<file path="config.mk">
export PLATFORM = sky130hd
export DESIGN_NAME = usep_top
export DESIGN_NICKNAME = d
export VERILOG_FILES = /design/src/rtl/usep_pkg.sv /design/src/rtl/usep_reg_if.sv /design/src/rtl/usep_ahb_slv.sv /design/src/rtl/usep_sense_filt.sv /design/src/rtl/usep_top.sv
export SDC_FILE = /design/constraint.sdc
export NUM_CORES = 1
export LEC_CHECK = 0
export ABC_CLOCK_PERIOD_IN_PS = 1900
export BUFFER_PORTS_ARGS = -buffer_cell sky130_fd_sc_hd__buf_4
export CORE_AREA = 2 2 71 73
export DETAILED_ROUTE_END_ITERATION = 6
export DIE_AREA = 0 0 73 75
export PLACE_DENSITY = 0.77
export SETUP_SLACK_MARGIN = 0.02
export SLEW_MARGIN = 20
export SYNTH_ARGS = -nofsm -noshare
export SYNTH_HDL_FRONTEND = slang
export SYNTH_SLANG_ARGS = --single-unit
</file>
<file path="constraint.sdc">
create_clock -name hclk -period 1.9 [get_ports hclk]
set_input_delay 0.38 -clock hclk [delete_from_list [all_inputs] [get_ports hclk]]
set_output_delay 0.38 -clock hclk [all_outputs]
set_load 0.005 [all_outputs]
</file>
<file path="src/rtl/usep_pkg.sv">
// Constants shared by the user sense and enable pin block.
package usep_pkg;
   // Register byte offsets on the word aligned bus.
   localparam logic [7:0] OFF_MODE     = 8'h00;
   localparam logic [7:0] OFF_USER     = 8'h04;
   localparam logic [7:0] OFF_IRQ_STAT = 8'h08;
   localparam logic [7:0] OFF_IRQ_CLR  = 8'h0c;
   localparam logic [7:0] OFF_IRQ_EN   = 8'h10;

   // Field positions.
   localparam int unsigned MODE_RUN_BIT   = 0;
   localparam int unsigned USER_SENSE_LSB = 0;
   localparam int unsigned USER_EN_LSB    = 2;
   localparam int unsigned PIN_N          = 2;

   // Reset values.
   localparam logic             MODE_RST  = 1'b0;
   localparam logic [PIN_N-1:0] SENSE_RST = 2'h0;
   localparam logic [PIN_N-1:0] EN_RST    = 2'h0;
   localparam logic [PIN_N-1:0] IRQ_RST   = 2'h0;

   // Bus constants.
   localparam logic [2:0] HSIZE_WORD = 3'h2;

   // Least time a sense input must stay asserted, rounded up to cycles.
   localparam int unsigned CLK_PERIOD_NS = 4;
   localparam int unsigned SENSE_MIN_NS  = 160;
   localparam int unsigned SENSE_CYC     = (SENSE_MIN_NS + CLK_PERIOD_NS - 1) / CLK_PERIOD_NS;
endpackage : usep_pkg

</file>
<file path="src/rtl/usep_reg_if.sv">
// Register access path from the bus slave to the register file.
interface usep_reg_if;
   logic        wr_en;
   logic [7:0]  addr;
   logic [31:0] wdata;
   logic [31:0] rdata;

   modport slave (
      output wr_en,
      output addr,
      output wdata,
      input  rdata
   );
   modport regs (
      input  wr_en,
      input  addr,
      input  wdata,
      output rdata
   );
endinterface : usep_reg_if

</file>
<file path="src/rtl/usep_ahb_slv.sv">
// AHB-Lite slave front end: zero wait writes, one wait state reads.
module usep_ahb_slv (
   // Clock and reset
   input  wire logic        hclk,
   input  wire logic        hresetn,
   // Bus request
   input  wire logic        hsel,
   input  wire logic [31:0] haddr,
   input  wire logic [1:0]  htrans,
   input  wire logic        hwrite,
   input  wire logic [2:0]  hsize,
   input  wire logic        hready,
   input  wire logic [31:0] hwdata,
   // Bus answer
   output logic [31:0]      hrdata,
   output logic             hreadyout,
   output logic             hresp,
   // Register side
   usep_reg_if.slave        rif
);
   logic        act;
   logic        wr_q,   wr_d;
   logic        rd_q,   rd_d;
   logic [7:0]  addr_q, addr_d;
   logic [31:0] rdat_q, rdat_d;

   // Non-word sizes are taken as transfers but touch nothing.
   always_comb begin
      act    = hsel && htrans[1] && hready && (hsize == usep_pkg::HSIZE_WORD);
      wr_d   = act && hwrite;
      rd_d   = act && !hwrite;
      addr_d = act ? {haddr[7:2], 2'h0} : addr_q;
      rdat_d = rd_q ? rif.rdata : rdat_q;
   end

   always_ff @(posedge hclk or negedge hresetn) begin
      if (!hresetn) begin
         wr_q   <= 1'b0;
         rd_q   <= 1'b0;
         addr_q <= 8'h00;
         rdat_q <= 32'h0;
      end else begin
         wr_q   <= wr_d;
         rd_q   <= rd_d;
         addr_q <= addr_d;
         rdat_q <= rdat_d;
      end
   end

   assign rif.wr_en  = wr_q;
   assign rif.addr   = addr_q;
   assign rif.wdata  = hwdata;
   assign hrdata     = rdat_q;
   assign hreadyout  = !rd_q;
   assign hresp      = 1'b0;
endmodule : usep_ahb_slv

</file>
<file path="src/rtl/usep_sense_filt.sv">
// Sense pin synchroniser and minimum assertion time filter.
module usep_sense_filt #(
   parameter int unsigned CYC = usep_pkg::SENSE_CYC
) (
   // Clock and reset
   input  wire logic hclk,
   input  wire logic hresetn,
   // Pin and detection pulse
   input  wire logic pin,
   output logic      hit
);
   localparam int unsigned CW = $clog2(CYC + 1);

   logic          meta_q, meta_d;
   logic          sync_q, sync_d;
   logic [CW-1:0] cnt_q,  cnt_d;
   logic          hit_q,  hit_d;

   always_comb begin
      meta_d = pin;
      sync_d = meta_q;
      cnt_d  = cnt_q;
      hit_d  = 1'b0;
      // RULE10 consecutive cycle count.
      if (!sync_q) begin
         cnt_d = '0;
      end else if (cnt_q < CW'(CYC)) begin
         cnt_d = cnt_q + 1'b1;
         hit_d = (cnt_q == CW'(CYC - 1));
      end
   end

   always_ff @(posedge hclk or negedge hresetn) begin
      if (!hresetn) begin
         meta_q <= 1'b0;
         sync_q <= 1'b0;
         cnt_q  <= '0;
         hit_q  <= 1'b0;
      end else begin
         meta_q <= meta_d;
         sync_q <= sync_d;
         cnt_q  <= cnt_d;
         hit_q  <= hit_d;
      end
   end

   assign hit = hit_q;
endmodule : usep_sense_filt

</file>
<file path="src/rtl/usep_top.sv">
// User sense and enable pins with mode, user and interrupt registers.
// Summary of operation
// RULE1 - Reset low clears every software visible register.
// RULE2 - Reset forces the mode run bit to zero, meaning stop mode.
// RULE3 - Outside logic holds reset long enough and waits before use.
// RULE4 - Sense flag zero sets after sense input zero stays high 160 ns.
// RULE5 - Sense flag one sets after sense input one stays high 160 ns.
// RULE6 - Sense flag zero stays set until a bus write clears it.
// RULE7 - Sense flag one stays set until a bus write clears it.
// RULE8 - Enable output zero follows enable flag zero.
// RULE9 - Enable output one follows enable flag one.
// RULE10 - Sense inputs are synchronised and asserted cycles counted.
// RULE11 - A new sense flag is an interrupt event naming its input.
//
// Design decisions made here: the AHB-Lite interface to the registers and the address map.
module usep_top (
   // Clock and reset
   input  wire logic        hclk,
   input  wire logic        hresetn,
   // Bus request
   input  wire logic        hsel,
   input  wire logic [31:0] haddr,
   input  wire logic [1:0]  htrans,
   input  wire logic        hwrite,
   input  wire logic [2:0]  hsize,
   input  wire logic        hready,
   input  wire logic [31:0] hwdata,
   // Bus answer
   output logic [31:0]      hrdata,
   output logic             hreadyout,
   output logic             hresp,
   // User pins
   input  wire logic        sense_input_0,
   input  wire logic        sense_input_1,
   output logic             enable_output_0,
   output logic             enable_output_1,
   // Status
   output logic             run_mode,
   output logic             irq
);
   localparam int unsigned N = usep_pkg::PIN_N;

   usep_reg_if rif ();

   logic [N-1:0] pin;
   logic [N-1:0] hit;
   logic         wr_mode;
   logic         wr_user;
   logic         wr_iclr;
   logic         wr_ien;
   logic [N-1:0] w_sense;
   logic [N-1:0] w_en;
   logic         mode_q,  mode_d;
   logic [N-1:0] sense_q, sense_d;
   logic [N-1:0] en_q,    en_d;
   logic [N-1:0] ist_q,   ist_d;
   logic [N-1:0] ien_q,   ien_d;
   logic         first_q;

   usep_ahb_slv u_slv (
      .hclk      (hclk),
      .hresetn   (hresetn),
      .hsel      (hsel),
      .haddr     (haddr),
      .htrans    (htrans),
      .hwrite    (hwrite),
      .hsize     (hsize),
      .hready    (hready),
      .hwdata    (hwdata),
      .hrdata    (hrdata),
      .hreadyout (hreadyout),
      .hresp     (hresp),
      .rif       (rif.slave)
   );

   assign pin = {sense_input_1, sense_input_0};

   // RULE10 one filter per sense input.
   for (genvar i = 0; i < N; i++) begin : g_sense
      usep_sense_filt #(
         .CYC (usep_pkg::SENSE_CYC)
      ) u_filt (
         .hclk    (hclk),
         .hresetn (hresetn),
         .pin     (pin[i]),
         .hit     (hit[i])
      );
   end

   // Write decode; the clear register is write only and reads zero.
   always_comb begin
      wr_mode = rif.wr_en && (rif.addr == usep_pkg::OFF_MODE);
      wr_user = rif.wr_en && (rif.addr == usep_pkg::OFF_USER);
      wr_iclr = rif.wr_en && (rif.addr == usep_pkg::OFF_IRQ_CLR);
      wr_ien  = rif.wr_en && (rif.addr == usep_pkg::OFF_IRQ_EN);
      w_sense = rif.wdata[usep_pkg::USER_SENSE_LSB +: N];
      w_en    = rif.wdata[usep_pkg::USER_EN_LSB +: N];
   end

   // Mode register.
   always_comb begin
      mode_d = mode_q;
      if (wr_mode) begin
         mode_d = rif.wdata[usep_pkg::MODE_RUN_BIT];
      end
   end

   // RULE2 stop mode at reset.
   always_ff @(posedge hclk or negedge hresetn) begin
      if (!hresetn) begin
         mode_q <= usep_pkg::MODE_RST;
      end else begin
         mode_q <= mode_d;
      end
   end

   // Sense flags: writing one clears, a hit in the same cycle still sets.
   always_comb begin
      sense_d = sense_q;
      // RULE6 RULE7 clear only by write.
      if (wr_user) begin
         sense_d = sense_q & ~w_sense;
      end
      // RULE4 RULE5 set on detection.
      sense_d = sense_d | hit;
   end

   // Enable flags.
   always_comb begin
      en_d = en_q;
      if (wr_user) begin
         en_d = w_en;
      end
   end

   // RULE1 user register cleared at reset.
   always_ff @(posedge hclk or negedge hresetn) begin
      if (!hresetn) begin
         sense_q <= usep_pkg::SENSE_RST;
         en_q    <= usep_pkg::EN_RST;
      end else begin
         sense_q <= sense_d;
         en_q    <= en_d;
      end
   end

   // Interrupt status is kept apart from the flags so the handler can
   // acknowledge the event without losing the record of it.
   always_comb begin
      ist_d = ist_q;
      ien_d = ien_q;
      if (wr_iclr) begin
         ist_d = ist_q & ~rif.wdata[N-1:0];
      end
      // RULE11 event per sense input.
      ist_d = ist_d | hit;
      if (wr_ien) begin
         ien_d = rif.wdata[N-1:0];
      end
   end

   // RULE1 interrupt registers cleared at reset.
   always_ff @(posedge hclk or negedge hresetn) begin
      if (!hresetn) begin
         ist_q <= usep_pkg::IRQ_RST;
         ien_q <= usep_pkg::IRQ_RST;
      end else begin
         ist_q <= ist_d;
         ien_q <= ien_d;
      end
   end

   // Read mux; unmapped words read zero.
   always_comb begin
      unique case (rif.addr)
         usep_pkg::OFF_MODE: begin
            rif.rdata = {31'h0, mode_q};
         end
         usep_pkg::OFF_USER: begin
            rif.rdata = {28'h0, en_q, sense_q};
         end
         usep_pkg::OFF_IRQ_STAT: begin
            rif.rdata = {30'h0, ist_q};
         end
         usep_pkg::OFF_IRQ_EN: begin
            rif.rdata = {30'h0, ien_q};
         end
         default: begin
            rif.rdata = 32'h0;
         end
      endcase
   end

   // RULE8 RULE9 pins follow the flags.
   assign enable_output_0 = en_q[0];
   assign enable_output_1 = en_q[1];
   assign run_mode        = mode_q;
   assign irq             = |(ist_q & ien_q);

   // Marks the first edge after reset release for the checks below.
   always_ff @(posedge hclk or negedge hresetn) begin
      if (!hresetn) begin
         first_q <= 1'b1;
      end else begin
         first_q <= 1'b0;
      end
   end
endmodule : usep_top
</file>
==> impl_metrics.yaml <==
critical_path:
  crit_chain: "nor4_4 -> and3_4 -> mux2_4"
  crit_path_max_fanout: 9
  critPathCaptureType: "flop"
  path_buf_inv: 0
  cp_slowest_cell: "dfrtp_1"
  cp.required_ns: 2.09
  r2r-start: "u_slv.rif.addr[4]"
  arrival_ns: 1.79
  cpLargestDelayFamily: "simple AND/OR/NAND/NOR gates"
  rr_worst_depth: 3
  max_stage_delay_ns: 0.50
  setup.worst_path.class: "reg -> reg"
  cp-startpoint: "u_slv.rif.addr[4]"
  cp.depth: 3
  start_kind: "flop"
timing:
  max_freq_ghz: 0.6245
  finalWorstSetupSlack_ns: 0.2987
  setup_viol: 0
  skew_ns: 0.007992
  period_share_pct: 84.28
  rsz0062_at_grt: "false"
  hold_violations: 0
  fin_crit_ns: 1.601
  setup_tns_ns: 0
  drv_slew: 0
cts:
  cts_max_level: 2
  clockBufferDepth: 2
  ctsHoldBuffers: 0
  clock_latency_ns: 0.30
  cts_made_buffers: 5
  post_cts_resize_count: 0
  clock-sinks: 39
  cts_tree: "done"
  cts_root_buf: "clkbuf_8"
  cts_setup_buffers: 0
  cts.clk_slew.worst_paths_ns: 0.08
placement:
  dp_hpwl_mm: 2.293
  portBuffers: 29
  dpl-instance-area_um2: 2103
  pre_cts_ws_ns: 0.2468
  place.gp.congestion: 0.7214
global_routing:
  first_global_vias: 1205
  grt_use_total_pct: 12.55
  grt_max_degree: 40
  grt_pass1_wl_mm: 5.202
  overflow: 0
  antenna_found_initial: 0
synthesis:
  synthesis.instances: 176
  syn_area_um2: 1951
  async_flop_share_pct: 100.0
  ys_seq_area_share_pct: 50.03
  ys_warn_count: 0
  ys.flop_type: "dfrtp_1"
  synth.ff_latch_count: 39
  yosysUniqueCellTypes: 40
  syn_area_per_cell_um2: 11.08
  synth_edf_count: 0
final_layout:
  num_antenna_cells: 0
  layout.area.seq_um2: 975.9
  fin_nets: 286
  final_cell_mix: "dfrtp_1 (39), conb_1 (29), buf_4 (29)"
  drive_above_1_share_pct: 25.36
  mostFrequentLayoutCell: "dfrtp_1"
  fin_util_pct: 47.97
  syn_to_final_growth_pct: 14.62
  multiInputGateArea_um2: 823.3
  n_fill_cell: 429
  fin_area_um2: 2236
power:
  p_leak_uw: 0.001052
  p_switching_uw: 473.8
  total_power_uw: 2008
  peakVddDrop_mv: 0.5730
  powerDensity_nw_per_um2: 898.1
  power.internal_uw: 1534
  clock_power_share_pct: 41.1
  pwr-share-seq_pct: 47.8
  sw_frac_of_total_pct: 23.59
  power_frac_comb_pct: 11.1
floorplan:
  core_area_um2: 4661
  die_w_um: 73
  io_pins: 114
  die_y_um: 75
  dieArea_um2: 5475
  initial_core_util_pct: 41.85
  num_rows: 25
drt:
  wire_per_inst_um: 12.07
  ant_nets: 0
  route.detailed.drc: 0
  totalWireLength_mm: 3.175
  vias: 1291
  drt-pass1-iter-count: 4
  drtIter0Drc: 81
  viasPerCell: 4.909
outcome:
  status: "completed"
flow_run:
  drv_cap: 0
worst_hold_path:
  holdCritPathClass: "in -> async"
==> layout make-up <==
class	count	area share, %
clock buffers	6	3.246
clock inverters	2	2.686
inverters	5	0.8394
multi-input cells	128	36.82
flip-flops and latches	39	43.65
well taps	54	3.022
repair buffers	29	9.737
==> cell families after synthesis <==
logic type | after synthesis | share of synthesized area (%)
and+or+nand+nor | 53 | 16.42
AOI/OAI and AO/OA | 26 | 8.788
buffers and inverters | 37 | 13.15
other | 1 | 0.1922
adders and majority gates | 2 | 1.283
xor gates and xnor gates | 4 | 1.796
DFF | 39 | 50.03
muxes | 14 | 8.339
==> power groups by stage <==
stage / combinational (uW) / sequential [uW] / clock [uW]
2_1_floorplan: 205 / 945 / 0
3_3_place_gp: 219 / 971 / 0
3_5_place_dp: 225 / 975 / 0
4_1_cts: 227 / 958 / 844
5_1_grt: 256 / 969 / 870
6_report: 223 / 960 / 825
==> flip-flops by register name, summed over array words and instances, names as in the netlist <==
signal and cells:
u_slv.hrdata 4, g_sense.u_filt.sync_q 2, g_sense.u_filt.meta_q 2, ist_q 2
ien_q 2, g_sense.u_filt.cnt_q 12, u_slv.rd_q 1, run_mode 1
g_sense.u_filt.hit 2, u_slv.rif.wr_en 1, u_slv.rif.addr 6, en_q 2
sense_q 2
==> routing by layer <==
metal / GRT usage [%] / wire length (um)
met1: 14.21 / 1388
met2: 22.02 / 1564
met3: 3.213 / 154
met4: 6.173 / 68
met5: 0 / 0
==> through the flow <==
| step | cells | hold WS [ns] |
|---|---|---|
| 3_5_place_dp | 255 | 0.3371 |
| 5_1_grt | 263 | 0.07630 |
| 6_report | 263 | 0.03004 |
| 3_3_place_gp | 255 | 0.3315 |
| 4_1_cts | 263 | 0.04959 |
| 2_1_floorplan | 204 | 0.08441 |
==> synth_stat cells, types with 2 or more instances <==
| library cell | instances | area [um^2] |
|---|---|---|
| nand2b_1 | 2 | 12.51 |
| nand4b_1 | 2 | 17.52 |
| nor3_1 | 3 | 15.01 |
| nand2_1 | 6 | 22.52 |
| nor4bb_1 | 2 | 20.02 |
| xor2_1 | 2 | 17.52 |
| nand3_1 | 4 | 20.02 |
| o2bb2ai_1 | 3 | 26.28 |
| nor2b_1 | 4 | 25.02 |
| nand4_1 | 4 | 25.02 |
| a21oi_1 | 8 | 40.04 |
| ha_1 | 2 | 25.02 |
| buf_4 | 29 | 217.7 |
| inv_1 | 5 | 18.77 |
| o21ai_0 | 6 | 30.03 |
| mux2i_1 | 2 | 20.02 |
| dfrtp_1 | 39 | 975.9 |
| mux2_2 | 9 | 101.4 |
| and3b_1 | 2 | 17.52 |
| o21a_1 | 4 | 30.03 |
| mux2_4 | 2 | 30.03 |
| or3_1 | 2 | 12.51 |
| nor2_1 | 15 | 56.30 |
| xnor2_1 | 2 | 17.52 |
| o221a_2 | 2 | 22.52 |
==> final timing paths <==
check | slack [ns] | end
worst max-delay path | 0.30 | en_q[1]
worst min-delay path | 0.03 | u_slv.rif.addr[6]
worst max register to register | 0.30 | en_q[1]
worst min register to register | 0.35 | g_sense[0].u_filt.sync_q
max in group asynchronous | 1.52 | g_sense[0].u_filt.meta_q
min in group hclk | 0.19 | g_sense[1].u_filt.meta_q
Power figures use the tool's default switching activity.
